File: config.mk
export PLATFORM = sky130hd
export DESIGN_NAME = rre_exec
export DESIGN_NICKNAME = d
export VERILOG_FILES = /design/src/rre_rotate.v /design/src/rre_exec.v
export VERILOG_INCLUDE_DIRS = /design/src
export SDC_FILE = /design/constraint.sdc
export NUM_CORES = 1
export LEC_CHECK = 0
export BUFFER_PORTS_ARGS = -buffer_cell sky130_fd_sc_hd__buf_2
export CAP_MARGIN = 40
export CORE_UTILIZATION = 48
export DETAILED_ROUTE_END_ITERATION = 10
export PLACE_DENSITY = 0.82
export SKIP_CTS_REPAIR_TIMING = 1
export SKIP_LAST_GASP = 1
export SYNTH_ARGS = -nofsm -noshare
export SYNTH_HDL_FRONTEND = slang
export SYNTH_SLANG_ARGS = --single-unit
File: constraint.sdc
create_clock -name CLK_SYS -period 3.3 [get_ports CLK_SYS]
set_input_delay 0.66 -clock CLK_SYS [delete_from_list [all_inputs] [get_ports CLK_SYS]]
set_output_delay 0.66 -clock CLK_SYS [all_outputs]
set_load 0.05 [all_outputs]
File: src/rre_map.vh
// Opcode fields and timing constants for the return and rotate executor.
// Assumes 14-bit instruction words and an 8-bit datapath.
`ifndef RRE_MAP_VH
`define RRE_MAP_VH
// ************************************************************
// Opcode fields
// ************************************************************
`define RRE_OP_MSB 13
`define RRE_DEST_BIT 7
`define RRE_FADDR_MSB 6
`define RRE_ROT_OP_LSB 8
`define RRE_ROT_LEFT_OP 6'h0d
`define RRE_ROT_RIGHT_OP 6'h0c
`define RRE_RETLIT_OP_LSB 10
`define RRE_RETLIT_OP 4'hd
`define RRE_RETURN_WORD 14'h0008
// ************************************************************
// Timing
// ************************************************************
`define RRE_RET_CYCLES 2'h2
`define RRE_FLUSH_CYCLES 2'h1
`endif

File: src/rre_rotate.v
// Rotate-through-carry unit for one byte.
// Assumes carry and data come from the same clock domain.
`timescale 1ns/1ns
`default_nettype none
module rre_rotate #(
   parameter WIDTH = 8
) (
   input wire left,
   input wire [WIDTH-1:0] din,
   input wire cin,
   output wire [WIDTH-1:0] dout,
   output wire cout
);
   // Old carry enters the vacated end; the bit pushed out becomes carry
   assign dout = left ? {din[WIDTH-2:0], cin} : {cin, din[WIDTH-1:1]};
   assign cout = left ? din[WIDTH-1] : din[0];
endmodule // rre_rotate
`default_nettype wire

File: src/rre_exec.v
// Decode and execute of literal return, subroutine return and rotates.
// Assumes the file register read data is valid in the decode cycle.
`timescale 1ns/1ns
`default_nettype none
`include "rre_map.vh"
module rre_exec #(
   parameter DATA_W = 8,
   parameter PC_W = 13,
   parameter FA_W = 7
) (
   // Clock and reset
   input wire CLK_SYS,
   input wire RST,
   // Instruction from fetch
   input wire INSTR_VALID,
   input wire [13:0] INSTR,
   // Datapath state
   input wire [DATA_W-1:0] FILE_RDATA,
   input wire CARRY_IN,
   input wire [PC_W-1:0] STACK_TOP_ENTRY,
   // Results
   output reg ACC_WE,
   output reg [DATA_W-1:0] ACC_WDATA,
   output reg FILE_WE,
   output reg [FA_W-1:0] FILE_ADDR,
   output reg [DATA_W-1:0] FILE_WDATA,
   output reg CARRY_WE,
   output reg CARRY_OUT,
   output reg PC_LOAD,
   output reg [PC_W-1:0] PC_WDATA,
   output reg STACK_POP,
   output reg FETCH_FLUSH,
   output reg BUSY
);
   // ************************************************************
   // Decode
   // ************************************************************
   wire is_retlit;
   wire is_return;
   wire is_rol;
   wire is_ror;
   wire is_rot;
   wire dest_file;
   wire [DATA_W-1:0] rot_data;
   wire rot_carry;
   assign is_retlit = INSTR_VALID &
      (INSTR[`RRE_OP_MSB:`RRE_RETLIT_OP_LSB] == `RRE_RETLIT_OP);
   assign is_return = INSTR_VALID & (INSTR == `RRE_RETURN_WORD);
   assign is_rol = INSTR_VALID &
      (INSTR[`RRE_OP_MSB:`RRE_ROT_OP_LSB] == `RRE_ROT_LEFT_OP);
   assign is_ror = INSTR_VALID &
      (INSTR[`RRE_OP_MSB:`RRE_ROT_OP_LSB] == `RRE_ROT_RIGHT_OP);
   assign is_rot = is_rol | is_ror;
   assign dest_file = INSTR[`RRE_DEST_BIT];

   rre_rotate #(
      .WIDTH(DATA_W)
   ) u_rot (
      .left(is_rol),
      .din(FILE_RDATA),
      .cin(CARRY_IN),
      .dout(rot_data),
      .cout(rot_carry)
   );

   // ************************************************************
   // Return sequencing
   // ************************************************************
   // Second cycle of a return only flushes the fetched word; decode
   // needs ret_cnt_r at zero, so a word offered meanwhile is ignored.
   reg [1:0] ret_cnt_r;
   reg [1:0] ret_cnt_nxt;
   wire start;
   assign start = (ret_cnt_r == 2'h0);
   always @* begin
      ret_cnt_nxt = ret_cnt_r;
      if (start && (is_retlit || is_return)) begin
         ret_cnt_nxt = `RRE_RET_CYCLES - `RRE_FLUSH_CYCLES;
      end else if (ret_cnt_r != 2'h0) begin
         ret_cnt_nxt = ret_cnt_r - 2'h1;
      end
   end

   // ************************************************************
   // Instruction class
   // ************************************************************
   // Opcode groups are disjoint, so the priority order below only
   // decides for words that no legal program contains.
   localparam CLS_NONE = 2'b00;
   localparam CLS_RETLIT = 2'b01;
   localparam CLS_RETURN = 2'b10;
   localparam CLS_ROT = 2'b11;

   reg [1:0] op_class;
   always @* begin
      op_class = CLS_NONE;
      if (start && is_retlit) begin
         op_class = CLS_RETLIT;
      end else if (start && is_return) begin
         op_class = CLS_RETURN;
      end else if (start && is_rot) begin
         op_class = CLS_ROT;
      end
   end

   // ************************************************************
   // Next values
   // ************************************************************
   // Strobes default to idle and data to its held value; only the
   // winning class overrides them.
   reg acc_we_nxt;
   reg [DATA_W-1:0] acc_wdata_nxt;
   reg file_we_nxt;
   reg [DATA_W-1:0] file_wdata_nxt;
   reg carry_we_nxt;
   reg carry_out_nxt;
   reg pc_load_nxt;
   reg [PC_W-1:0] pc_wdata_nxt;
   reg stack_pop_nxt;
   reg fetch_flush_nxt;

   always @* begin
      acc_we_nxt = 1'b0;
      acc_wdata_nxt = ACC_WDATA;
      file_we_nxt = 1'b0;
      file_wdata_nxt = FILE_WDATA;
      carry_we_nxt = 1'b0;
      carry_out_nxt = CARRY_OUT;
      pc_load_nxt = 1'b0;
      pc_wdata_nxt = PC_WDATA;
      stack_pop_nxt = 1'b0;
      fetch_flush_nxt = 1'b0;
      case (op_class)
         CLS_RETLIT: begin
            acc_we_nxt = 1'b1;
            acc_wdata_nxt = INSTR[DATA_W-1:0];
            pc_load_nxt = 1'b1;
            pc_wdata_nxt = STACK_TOP_ENTRY;
            stack_pop_nxt = 1'b1;
            fetch_flush_nxt = 1'b1;
         end
         CLS_RETURN: begin
            pc_load_nxt = 1'b1;
            pc_wdata_nxt = STACK_TOP_ENTRY;
            stack_pop_nxt = 1'b1;
            fetch_flush_nxt = 1'b1;
         end
         CLS_ROT: begin
            // Single cycle; only carry among the flags is written
            carry_we_nxt = 1'b1;
            carry_out_nxt = rot_carry;
            if (dest_file) begin
               file_we_nxt = 1'b1;
               file_wdata_nxt = rot_data;
            end else begin
               acc_we_nxt = 1'b1;
               acc_wdata_nxt = rot_data;
            end
         end
         default: begin
            // Nothing taken: every strobe stays low
            acc_we_nxt = 1'b0;
         end
      endcase
   end

   // ************************************************************
   // Strobes
   // ************************************************************
   // Counter and BUSY share one next value, so they never disagree.
   always @(posedge CLK_SYS) begin
      if (RST) begin
         ret_cnt_r <= 2'h0;
         ACC_WE <= 1'b0;
         FILE_WE <= 1'b0;
         CARRY_WE <= 1'b0;
         PC_LOAD <= 1'b0;
         STACK_POP <= 1'b0;
         FETCH_FLUSH <= 1'b0;
         BUSY <= 1'b0;
      end else begin
         ret_cnt_r <= ret_cnt_nxt;
         ACC_WE <= acc_we_nxt;
         FILE_WE <= file_we_nxt;
         CARRY_WE <= carry_we_nxt;
         PC_LOAD <= pc_load_nxt;
         STACK_POP <= stack_pop_nxt;
         FETCH_FLUSH <= fetch_flush_nxt;
         BUSY <= (ret_cnt_nxt != 2'h0);
      end
   end

   // ************************************************************
   // Data holds
   // ************************************************************
   // Data outputs keep their last write so the datapath may sample late;
   // FILE_ADDR follows the word every cycle to address the FILE_WE write.
   always @(posedge CLK_SYS) begin
      if (RST) begin
         ACC_WDATA <= {DATA_W{1'b0}};
         FILE_ADDR <= {FA_W{1'b0}};
         FILE_WDATA <= {DATA_W{1'b0}};
         CARRY_OUT <= 1'b0;
         PC_WDATA <= {PC_W{1'b0}};
      end else begin
         ACC_WDATA <= acc_wdata_nxt;
         FILE_ADDR <= INSTR[`RRE_FADDR_MSB:0];
         FILE_WDATA <= file_wdata_nxt;
         CARRY_OUT <= carry_out_nxt;
         PC_WDATA <= pc_wdata_nxt;
      end
   end
endmodule // rre_exec
`default_nettype wire

==> results.yml, run 1 <==
run_status:
  status: "finished, final reports clean"
detailed_routing:
  drc: 0
  dr_total_vias: 1848
  ant_nets: 0
  vias_per_cell: 5.42
  routedWlPerCell_um: 14.3
  drtIter0Drc: 130
  wl_um: 4870
  dr.pass1.iters: 5
die:
  start_util_pct: 50.4
  core_area_mm2: 0.00403
  die-area_mm2: 0.00450
  io_pins: 83
  dieWidth_um: 67.1
  placementRows: 23
  die_h_um: 67.1
timing:
  max_freq_ghz: 0.391
  finalCritPeriodShare_pct: 77.5
  relSlewSlack_pct: 52.1
  skew_ns: 0.00424
  tns_ns: 0
  finalSetupViolations: 0
  hold_slack_ns: 0.485
  finalMaxSlewViolations: 0
  tightestPinTransition_ns: 0.719
  fin_crit_ns: 2.56
  hold_viol_final: 0
  rsz0062_at_grt: "no"
yosys:
  avgSynthCellArea_um2: 9.50
  ys_top_cells_by_count: "dfxtp_1, nor2_1, nand2_1"
  synth_top_cell_by_area: "dfxtp_1"
  synthTopCellsByArea: "dfxtp_1, mux2i_1, a311oi_2"
  synth_nets: 254
  syn_inst: 214
  synth_most_common_cell: "dfxtp_1"
  ys_seq_area_share_pct: 43.3
  ys_ff_latch: 44
  synth_area_mm2: 0.00203
  async_flop_share_pct: 0
  synth_warnings: 0
  synth_top_area_share_pct: 43.3
  synth-edff-count: 0
  ys.flop_type: "dfxtp_1"
  synth.distinct_cells: 44
grt:
  grt_max_degree: 32
  grtUsageTotal_pct: 22.6
  grt_overflow: 0
  grt_antenna_before_repair: 0
  first_global_vias: 1565
  grt_pass1_wl_um: 7550
clock_tree:
  clk_latency_ns: 0.30
  cts_max_level: 2
  cts_made_buffers: 5
  cts_root_buf: "clkbuf_8"
  cts.sinks: 44
  cts_buffer_depth: 2
  clk_pin_slew_worst_paths_ns: 0.09
  cts_tree: "done"
placed_design:
  gp_congestion: 0.893
  io_buffers: 82
  placed_area_mm2: 0.00244
  place_hpwl_um: 3620
worst_setup_path:
  crit_fanout: 12
  crit_path_end: "ACC_WDATA[5]"
  crit_type: "input pin to register"
  reg2reg_depth: 7
  r2r-end: "ACC_WDATA[5]"
  r2r-start: "ret_cnt_r[1]"
  cp-start-kind: "input pin"
  crit_required_ns: 3.47
  crit_path_end_kind: "register"
  crit_path_max_incr_delay_ns: 0.58
  r2r_slack_ns: 0.86
  cp.arrival_ns: 2.73
  cp-startpoint: "INSTR_VALID"
  path_cells: "buf_2 -> and4bb_2 -> nand4b_1 -> nand2_1 -> ha_1 -> or4bb_4 -> o21ai_2 -> o32ai_1"
  crit_slowest_cell: "or4bb_4"
layout:
  area_growth_pct: 25.9
  drive_gt1_share_pct: 38.8
  final_nets: 330
  postLayoutCoreUtil_pct: 63.5
  final_area_mm2: 0.00256
  diodes: 0
worst_hold_path:
  hold_class: "register to register"
pwr:
  pwr_density_cell_mw_per_mm2: 434
  power.leakage_nw: 1.12
  ir_drop_v: 0.000305
  p_total_mw: 1.11
flow_run:
  cap_violations: 0
[cells by family after synthesis]
family                     synth area share [%]
AOI/OAI and AO/OA                          17.7
and+or+nand+nor                            25.4
DFF                                        43.3
muxes                                      6.90
adders and majority gates                 0.616
buffers and inverters                      6.03
[where the power goes]
group | leakage [nW] | switching (mW) | total, mW | internal, mW
logic | 0.703 | 0.0953 | 0.141 | 0.0454
registers | 0.357 | 0.00393 | 0.545 | 0.541
clock network | 0.0548 | 0.196 | 0.424 | 0.228
[critical path, delay by kind of cell]
family,cells,cell delay [ns]
and+or+nand+nor,4,1.15
AOI/OAI and AO/OA,2,0.50
adders and majority gates,1,0.25
buffers and inverters,1,0.17
[final cells by class]
cell class                      instances  area [um^2]
Fill cell                             373         1470
Multi-Input combinational cell        150         1030
Sequential cell                        44          881
Timing Repair Buffer                   88          468
Clock buffer                            5         68.8
Tap cell                               50         62.6
Clock inverter                          3         46.3
Inverter                                1         3.75
[layout by cell type, fill, tap and decap left out, types with 2 or more instances in the layout]
master	instances
a21oi_1	15
a311oi_2	8
a31oi_1	2
buf_2	82
buf_4	5
clkbuf_8	5
dfxtp_1	44
mux2i_1	14
nand2_1	21
nand2b_1	8
nand3_1	3
nand4_1	8
nor2_1	23
nor2b_1	11
nor3_1	2
nor4b_1	2
o21ai_1	7
o32ai_1	5
o32ai_2	2
[registers in the layout, summed over array words and instances, names as in the netlist]
register and flops:
FETCH_FLUSH 1, BUSY 1, CARRY_WE 1, ACC_WDATA 8
CARRY_OUT 1, FILE_WDATA 8, PC_WDATA 13, FILE_ADDR 7
ret_cnt_r 2, ACC_WE 1, FILE_WE 1
[worst min path at each step]
stage	startpoint	cells after the start	slack (ns)	to
floorplan	ret_cnt_r[0]	2	0.44	ret_cnt_r[1]
global placement	PC_WDATA[5]	2	0.47	PC_WDATA[5]
detailed placement	ACC_WDATA[4]	2	0.47	ACC_WDATA[4]
CTS	ACC_WDATA[0]	2	0.49	ACC_WDATA[0]
global route	ACC_WDATA[0]	2	0.51	ACC_WDATA[0]
finish	ACC_WDATA[0]	2	0.49	ACC_WDATA[0]
[metal layers]
layer  part of all wire (%)  track usage [%]  vias up
met5                      0                0        -
met4                   0.55             7.71        0
met3                    6.7             5.99        5
met2                     48             34.1       88
met1                     44             30.6      836
li1                       -                -      919
[through the flow]
| step | setup slack, ns | std cells |
|---|---|---|
| detailed placement | 0.449 | 333 |
| floorplan | 0.565 | 214 |
| finish | 0.741 | 341 |
| CTS | 0.745 | 341 |
| global route | 0.592 | 341 |
| global placement | 0.529 | 332 |
(Power assumes the default switching activity.)
==> run 2: changes to the inputs <==
--- a/config.mk
+++ b/config.mk
@@ -8,9 +8,9 @@
 export LEC_CHECK = 0
 export BUFFER_PORTS_ARGS = -buffer_cell sky130_fd_sc_hd__buf_2
 export CAP_MARGIN = 40
-export CORE_UTILIZATION = 48
+export CORE_UTILIZATION = 43
 export DETAILED_ROUTE_END_ITERATION = 10
-export PLACE_DENSITY = 0.82
+export PLACE_DENSITY = 0.77
 export SKIP_CTS_REPAIR_TIMING = 1
 export SKIP_LAST_GASP = 1
 export SYNTH_ARGS = -nofsm -noshare
==> constraint.sdc (replaced) <==
create_clock -name CLK_SYS -period 2.29 [get_ports CLK_SYS]
set_input_delay 0.458 -clock CLK_SYS [delete_from_list [all_inputs] [get_ports CLK_SYS]]
set_output_delay 0.458 -clock CLK_SYS [all_outputs]
set_load 0.05 [all_outputs]
==> run 2 against run 1 <==
  * The flow now finishes with violations (DRC)
  * Largest power group unchanged
  * Via count grew 2.0%
  * Critical path depth is the same
  * Combinational power grew 52%
  * Cell count grew 4.4%
  * Total power grew 43%
  * Global-route usage shrank 2.3 points
  * Hold slack lost 0.095 ns
  * Non-clock buffer count grew 13
==> results.yml, run 2 (synthesized netlist as in run 1, its figures left out) <==
run_status:
  status: "complete, but fails checks"
  violations: "DRC"
layout:
  layout_common_cells: "buf_2, dfxtp_1, nor2_1, nand2_1, buf_4"
  diodes: 0
  largest_reg_flops: 13
  postLayoutCoreUtil_pct: 60.6
  registers.top_by_ff_count: "PC_WDATA"
  drive_gt1_share_pct: 43.4
  nFillCells: 416
  reg_top3: "PC_WDATA x13, ACC_WDATA x8, FILE_WDATA x8"
  area_growth_pct: 32.6
  layout.cells.most_common: "buf_2"
  final_nets: 343
timing:
  fin_crit_ns: 2.19
  tns_ns: 0
  max_freq_ghz: 0.456
  finalSetupViolations: 0
  finalMaxSlewViolations: 0
  relSlewSlack_pct: 56.6
  tightestPinTransition_ns: 0.652
  rsz0062_at_grt: "yes"
  skew_ns: 0.00400
  finalCritPeriodShare_pct: 95.8
  hold_viol_final: 0
flow_run:
  cap_violations: 0
pwr:
  pwr_density_cell_mw_per_mm2: 590
  pwr-share-comb_pct: 13.5
  ir_drop_v: 0.000430
  power_frac_clock_pct: 37.2
  seq_power_share_pct: 49.4
  power.leakage_nw: 1.18
  p_int_mw: 1.18
  p_switching_uw: 413
  p_total_mw: 1.59
  switching_share_pct: 26.0
grt:
  grt_antenna_before_repair: 0
  grt_pass1_wl_um: 7980
  grtUsageTotal_pct: 20.3
  first_global_vias: 1696
  grt_overflow: 0
  grt_max_degree: 34
worst_setup_path:
  crit_path_end_kind: "register"
  cp-start-kind: "register"
  crit_required_ns: 2.49
  path_cells: "and4bb_2 -> nand4b_1 -> nand2_1 -> ha_2 -> or4bb_4 -> nor2_4 -> a21oi_1 -> o32ai_1"
  crit_type: "register to register"
  cp.arrival_ns: 2.40
  crit_path_max_incr_delay_ns: 0.57
  path_buf_inv: 0
  crit_slowest_cell: "or4bb_4"
  cpLargestDelayFamily: "simple AND/OR/NAND/NOR gates"
  crit_fanout: 7
placed_design:
  io_buffers: 82
  place_hpwl_um: 3720
  gp_congestion: 0.891
clock_tree:
  clk_pin_slew_worst_paths_ns: 0.08
  cts_made_buffers: 5
  cts.sinks: 44
  cts_tree: "done"
  cts_root_buf: "clkbuf_8"
  cts_buffer_depth: 2
  clk_latency_ns: 0.30
  cts_max_level: 2
die:
  die_h_um: 70.7
  core_area_mm2: 0.00444
  start_util_pct: 45.7
  die-area_mm2: 0.00500
  placementRows: 24
  dieWidth_um: 70.7
  io_pins: 83
detailed_routing:
  wl_um: 4920
  dr_total_vias: 1885
  routedWlPerCell_um: 13.8
  drc: 6
  dr.pass1.iters: 7
  ant_nets: 0
  drtIter0Drc: 76
  vias_per_cell: 5.29
worst_hold_path:
  hold_class: "input pin to register"
run 2: cell count changes in the layout (fill, tap and decap cells not counted):
cell      previous run  this run
a21oi_1             15        13
a21oi_2              0         2
and2_1               1         0
and2_4               0         1
buf_12               1         3
buf_4                5        16
clkinv_2             0         1
dfxtp_1             44        42
dfxtp_2              0         2
ha_1                 1         0
ha_2                 0         1
inv_6                1         0
run 2: through the flow:
stage                     setup slack [ns]  hold WS [ns]  std cells  cell area, um^2
after floorplan                    0.00763         0.439        214             2040
after global placement             -0.0397         0.469        348             2570
after detailed placement            -0.141         0.466        348             2570
after CTS                           0.0504         0.385        356             2680
after global routing               -0.0231         0.387        356             2700
final                               0.0963         0.391        356             2700
run 2: worst paths after layout:
| check | startpoint | to | slack [ns] | cells past startpoint |
|---|---|---|---|---|
| hold reg to reg | ret_cnt_r[0] | ret_cnt_r[1] | 0.46 | 2 |
| setup / recovery | ret_cnt_r[0] | ACC_WDATA[4] | 0.1 | 8 |
| hold / removal | STACK_TOP_ENTRY[11] | PC_WDATA[11] | 0.39 | 3 |
| setup reg to reg | ret_cnt_r[0] | ACC_WDATA[4] | 0.1 | 8 |
run 2: worst min-delay path, delay by kind of cell:
family | cells | cell delay [ns]
buffers and inverters | 1 | 0.07
and+or+nand+nor | 1 | 0.07
muxes | 1 | 0.05
run 2: area by class of cell:
| type | instances | area, um^2 | share of cell area, % |
|---|---|---|---|
| multi-input combinational | 150 | 1040 | 38.6 |
| sequential | 44 | 883 | 32.8 |
| timing repair buffer | 101 | 591 | 21.9 |
| clock buffer | 5 | 68.8 | 2.55 |
| tap | 52 | 65.1 | 2.41 |
| clock inverter | 3 | 42.5 | 1.58 |
| inverter | 1 | 3.75 | 0.139 |
run 2: layer usage:
layer | wire, um | vias to the layer above | global-route usage [%]
met4 | 72 | 0 | 9.56
met1 | 2140 | 856 | 26.6
met5 | 0 | - | 0
met3 | 356 | 6 | 5.13
li1 | - | 948 | -
met2 | 2350 | 75 | 31.4
run 2: power by group through the flow:
stage          sequential (mW)  clock, mW  combinational [mW]
2_1_floorplan            0.858          0              0.0758
3_3_place_gp             0.803          0               0.212
3_5_place_dp             0.803          0               0.213
4_1_cts                  0.786      0.607               0.213
5_1_grt                  0.788      0.644               0.228
6_report                 0.785      0.592               0.214
==> run 3: changes to the inputs <==
--- a/config.mk
+++ b/config.mk
@@ -6,13 +6,15 @@
 export SDC_FILE = /design/constraint.sdc
 export NUM_CORES = 1
 export LEC_CHECK = 0
+export ABC_AREA = 1
 export BUFFER_PORTS_ARGS = -buffer_cell sky130_fd_sc_hd__buf_2
 export CAP_MARGIN = 40
-export CORE_UTILIZATION = 43
+export CORE_UTILIZATION = 42
 export DETAILED_ROUTE_END_ITERATION = 10
 export PLACE_DENSITY = 0.77
 export SKIP_CTS_REPAIR_TIMING = 1
 export SKIP_LAST_GASP = 1
+export SLEW_MARGIN = 20
 export SYNTH_ARGS = -nofsm -noshare
 export SYNTH_HDL_FRONTEND = slang
 export SYNTH_SLANG_ARGS = --single-unit
==> run 3 against run 2 <==
  * First-iteration DRC count rose by 11%
  * Fmax grew 8.9%
  * The run now ends clean
  * Clock power shrank 3%
  * Sequential power rose by 0.6%
  * Clock-buffer cell count grew 1
  * Setup slack gained 0.18 ns
  * Total power down 1.7%
  * Via count barely moved
  * Register-to-register slack gained 0.18 ns
  * Critical path depth rose by 6
==> results.yml, run 3 <==
worst_setup_path:
  r2r-start: "ret_cnt_r[0]"
  crit_slowest_cell: "dfxtp_1"
  reg2reg_depth: 14
  crit_fanout: 10
  crit_path_max_incr_delay_ns: 0.31
  r2r_slack_ns: 0.27
  crit_type: "register to register"
  cp-start-kind: "register"
  cp.arrival_ns: 2.20
  crit_path_end_kind: "register"
  path_cells: "inv_2 -> nand2_2 -> nor2_2 -> and2_1 -> nor2_1 -> inv_1 -> ha_1 -> inv_2 -> nor2_2 -> inv_2 -> nand3_1 -> nand3_1 -> nand2_1 -> inv_1"
  r2r-end: "ACC_WDATA[7]"
  crit_path_frequent_cell: "inv_2"
  crit_required_ns: 2.48
yosys:
  synth_fa_ha_area_share_pct: 0.647
  async_flop_share_pct: 0
  synth_nets: 289
  synth-edff-count: 0
  synth_xor_area_share_pct: 0
  synth.distinct_cells: 30
  synth-simple-area-share_pct: 30.6
  ys_seq_area_share_pct: 45.5
  ys_top_cells_by_count: "dfxtp_1, nor2_1, nand3_1"
  synth_area_mm2: 0.00193
  synth_top_family_by_area: "simple AND/OR/NAND/NOR gates"
  ys_ff_latch: 44
  ys.flop_type: "dfxtp_1"
  synth_compound_area_share_pct: 12.7
  synth_top_area_share_pct: 45.5
  synth_top_cell_by_area: "dfxtp_1"
  avgSynthCellArea_um2: 7.77
  synthTopCellsByArea: "dfxtp_1, nand3_1, nor2_1"
  synth_most_common_cell: "dfxtp_1"
  synth_warnings: 0
  syn_inst: 249
  synth_mux_area_share_pct: 0
pwr:
  switching_share_pct: 25.5
  power_frac_clock_pct: 36.7
  p_int_mw: 1.17
  p_switching_uw: 399
  pwr-share-comb_pct: 12.8
  seq_power_share_pct: 50.5
  pwr_density_cell_mw_per_mm2: 629
  ir_drop_v: 0.000356
  power.leakage_nw: 1.34
placed_design:
  io_buffers: 82
  gp_congestion: 0.901
  place_inst: 379
  place_hpwl_um: 3420
  pre_cts_slack_ns: 0.0226
die:
  dieWidth_um: 69.9
  start_util_pct: 44.1
  die-area_mm2: 0.00488
  core_area_mm2: 0.00438
  io_pins: 83
  die_h_um: 69.9
  placementRows: 24
timing:
  tns_ns: 0
  relSlewSlack_pct: 52.8
  finalMaxSlewViolations: 0
  tightestPinTransition_ns: 0.708
  skew_ns: 0.00737
  hold_viol_final: 0
  fin_ws_ns: 0.275
  finalSetupViolations: 0
  rsz0062_at_grt: "no"
  fin_crit_ns: 2.02
  max_freq_ghz: 0.496
  finalCritPeriodShare_pct: 88.0
detailed_routing:
  wl_met1_um: 2130
  dr.pass1.iters: 4
  wl_met2_um: 2100
  vias_per_cell: 4.87
  routed-wl-met3_um: 276
  routed.top_layer: "met4"
  drc: 0
  wl_um: 4550
  dr_total_vias: 1886
  ant_nets: 0
  routedWlPerCell_um: 11.7
  drtIter0Drc: 84
layout:
  layout.cells.most_common: "buf_2"
  final_nets: 374
  registers.top_by_ff_count: "PC_WDATA"
  reg_top3: "PC_WDATA x13, ACC_WDATA x8, FILE_WDATA x8"
  fin_cells: 387
  area_growth_pct: 28.6
  diodes: 0
  layout_common_cells: "buf_2, dfxtp_1, nor2_1, nand3_1, nand2_1"
  drive_gt1_share_pct: 35.8
  largest_reg_flops: 13
grt:
  grt_pass1_wl_um: 7850
  grt_max_degree: 26
  first_global_vias: 1784
  grtUsageTotal_pct: 19.8
  grt_antenna_before_repair: 0
  grt_overflow: 0
clock_tree:
  cts_buffer_depth: 2
  cts_root_buf: "clkbuf_8"
  clk_pin_slew_worst_paths_ns: 0.08
  clk_latency_ns: 0.28
  cts_tree: "done"
  cts.sinks: 44
  cts_made_buffers: 5
  cts_max_level: 2
flow_run:
  cap_violations: 0
run_status:
  status: "finished, final reports clean"
worst_hold_path:
  hold_class: "input pin to register"
  whs_endpoint: "PC_WDATA[10]"
  min_path_cells: 3
  hp-start: "STACK_TOP_ENTRY[10]"
[run 3: cell type report]
class | instances | area, um^2
flip-flops and latches | 44 | 881
well taps | 52 | 65.1
clock buffers | 6 | 72.6
clock inverters | 2 | 35.0
multi-input cells | 162 | 851
repair buffers | 89 | 463
inverters | 32 | 120
fillers | 424 | 1900
[run 3: kinds of logic (layout without fill, tap and decap cells)]
| group | count (synthesis) | count (layout) |
|---|---|---|
| buffers and inverters | 43 | 129 |
| and+or+nand+nor | 124 | 124 |
| adders and majority gates | 1 | 1 |
| DFF | 44 | 44 |
| AOI/OAI and AO/OA | 37 | 37 |
[run 3: how the worst max path moves through the flow]
stage | from | cells past startpoint | to | slack [ns]
after CTS | ret_cnt_r[0] | 14 | ACC_WDATA[7] | 0.28
final | ret_cnt_r[0] | 14 | ACC_WDATA[7] | 0.27
after floorplan | INSTR[9] | 13 | FILE_WDATA[5] | 0.28
after global routing | INSTR[12] | 14 | ACC_WDATA[7] | 0.03
after detailed placement | INSTR[13] | 14 | ACC_WDATA[7] | 0.02
after global placement | INSTR[11] | 11 | FILE_WDATA[3] | 0.11
[run 3: layer usage]
metal	GRT usage, %	vias up
met1	26.1	851
met5	0	-
met4	6.22	0
met2	32.4	61
li1	-	970
met3	4.18	4
[run 3: through the flow]
step / util (%) / hold slack, ns / instance area (um^2) / power (mW)
CTS: 56.7 / 0.383 / 2490 / 1.58
detailed placement: 54.3 / 0.462 / 2380 / 1.01
floorplan: - / 0.441 / 1930 / 0.941
global placement: 54.3 / 0.456 / 2380 / 1.01
finish: 56.7 / 0.390 / 2490 / 1.56
global route: 56.7 / 0.384 / 2490 / 1.63
[run 3: worst max-delay path: cells and delay by family (launching register included)]
| kind | cells | cell delay [ns] |
|---|---|---|
| adders and majority gates | 1 | 0.24 |
| buffers and inverters | 5 | 0.37 |
| DFF | 1 | 0.31 |
| and+or+nand+nor | 8 | 1.00 |
[run 3: power by group through the flow]
stage,Sequential [mW],Clock [mW],Combinational (mW)
5_1_grt,0.792,0.624,0.219
4_1_cts,0.790,0.591,0.202
6_report,0.790,0.574,0.201
3_3_place_gp,0.808,0,0.199
2_1_floorplan,0.874,0,0.0668
3_5_place_dp,0.808,0,0.201
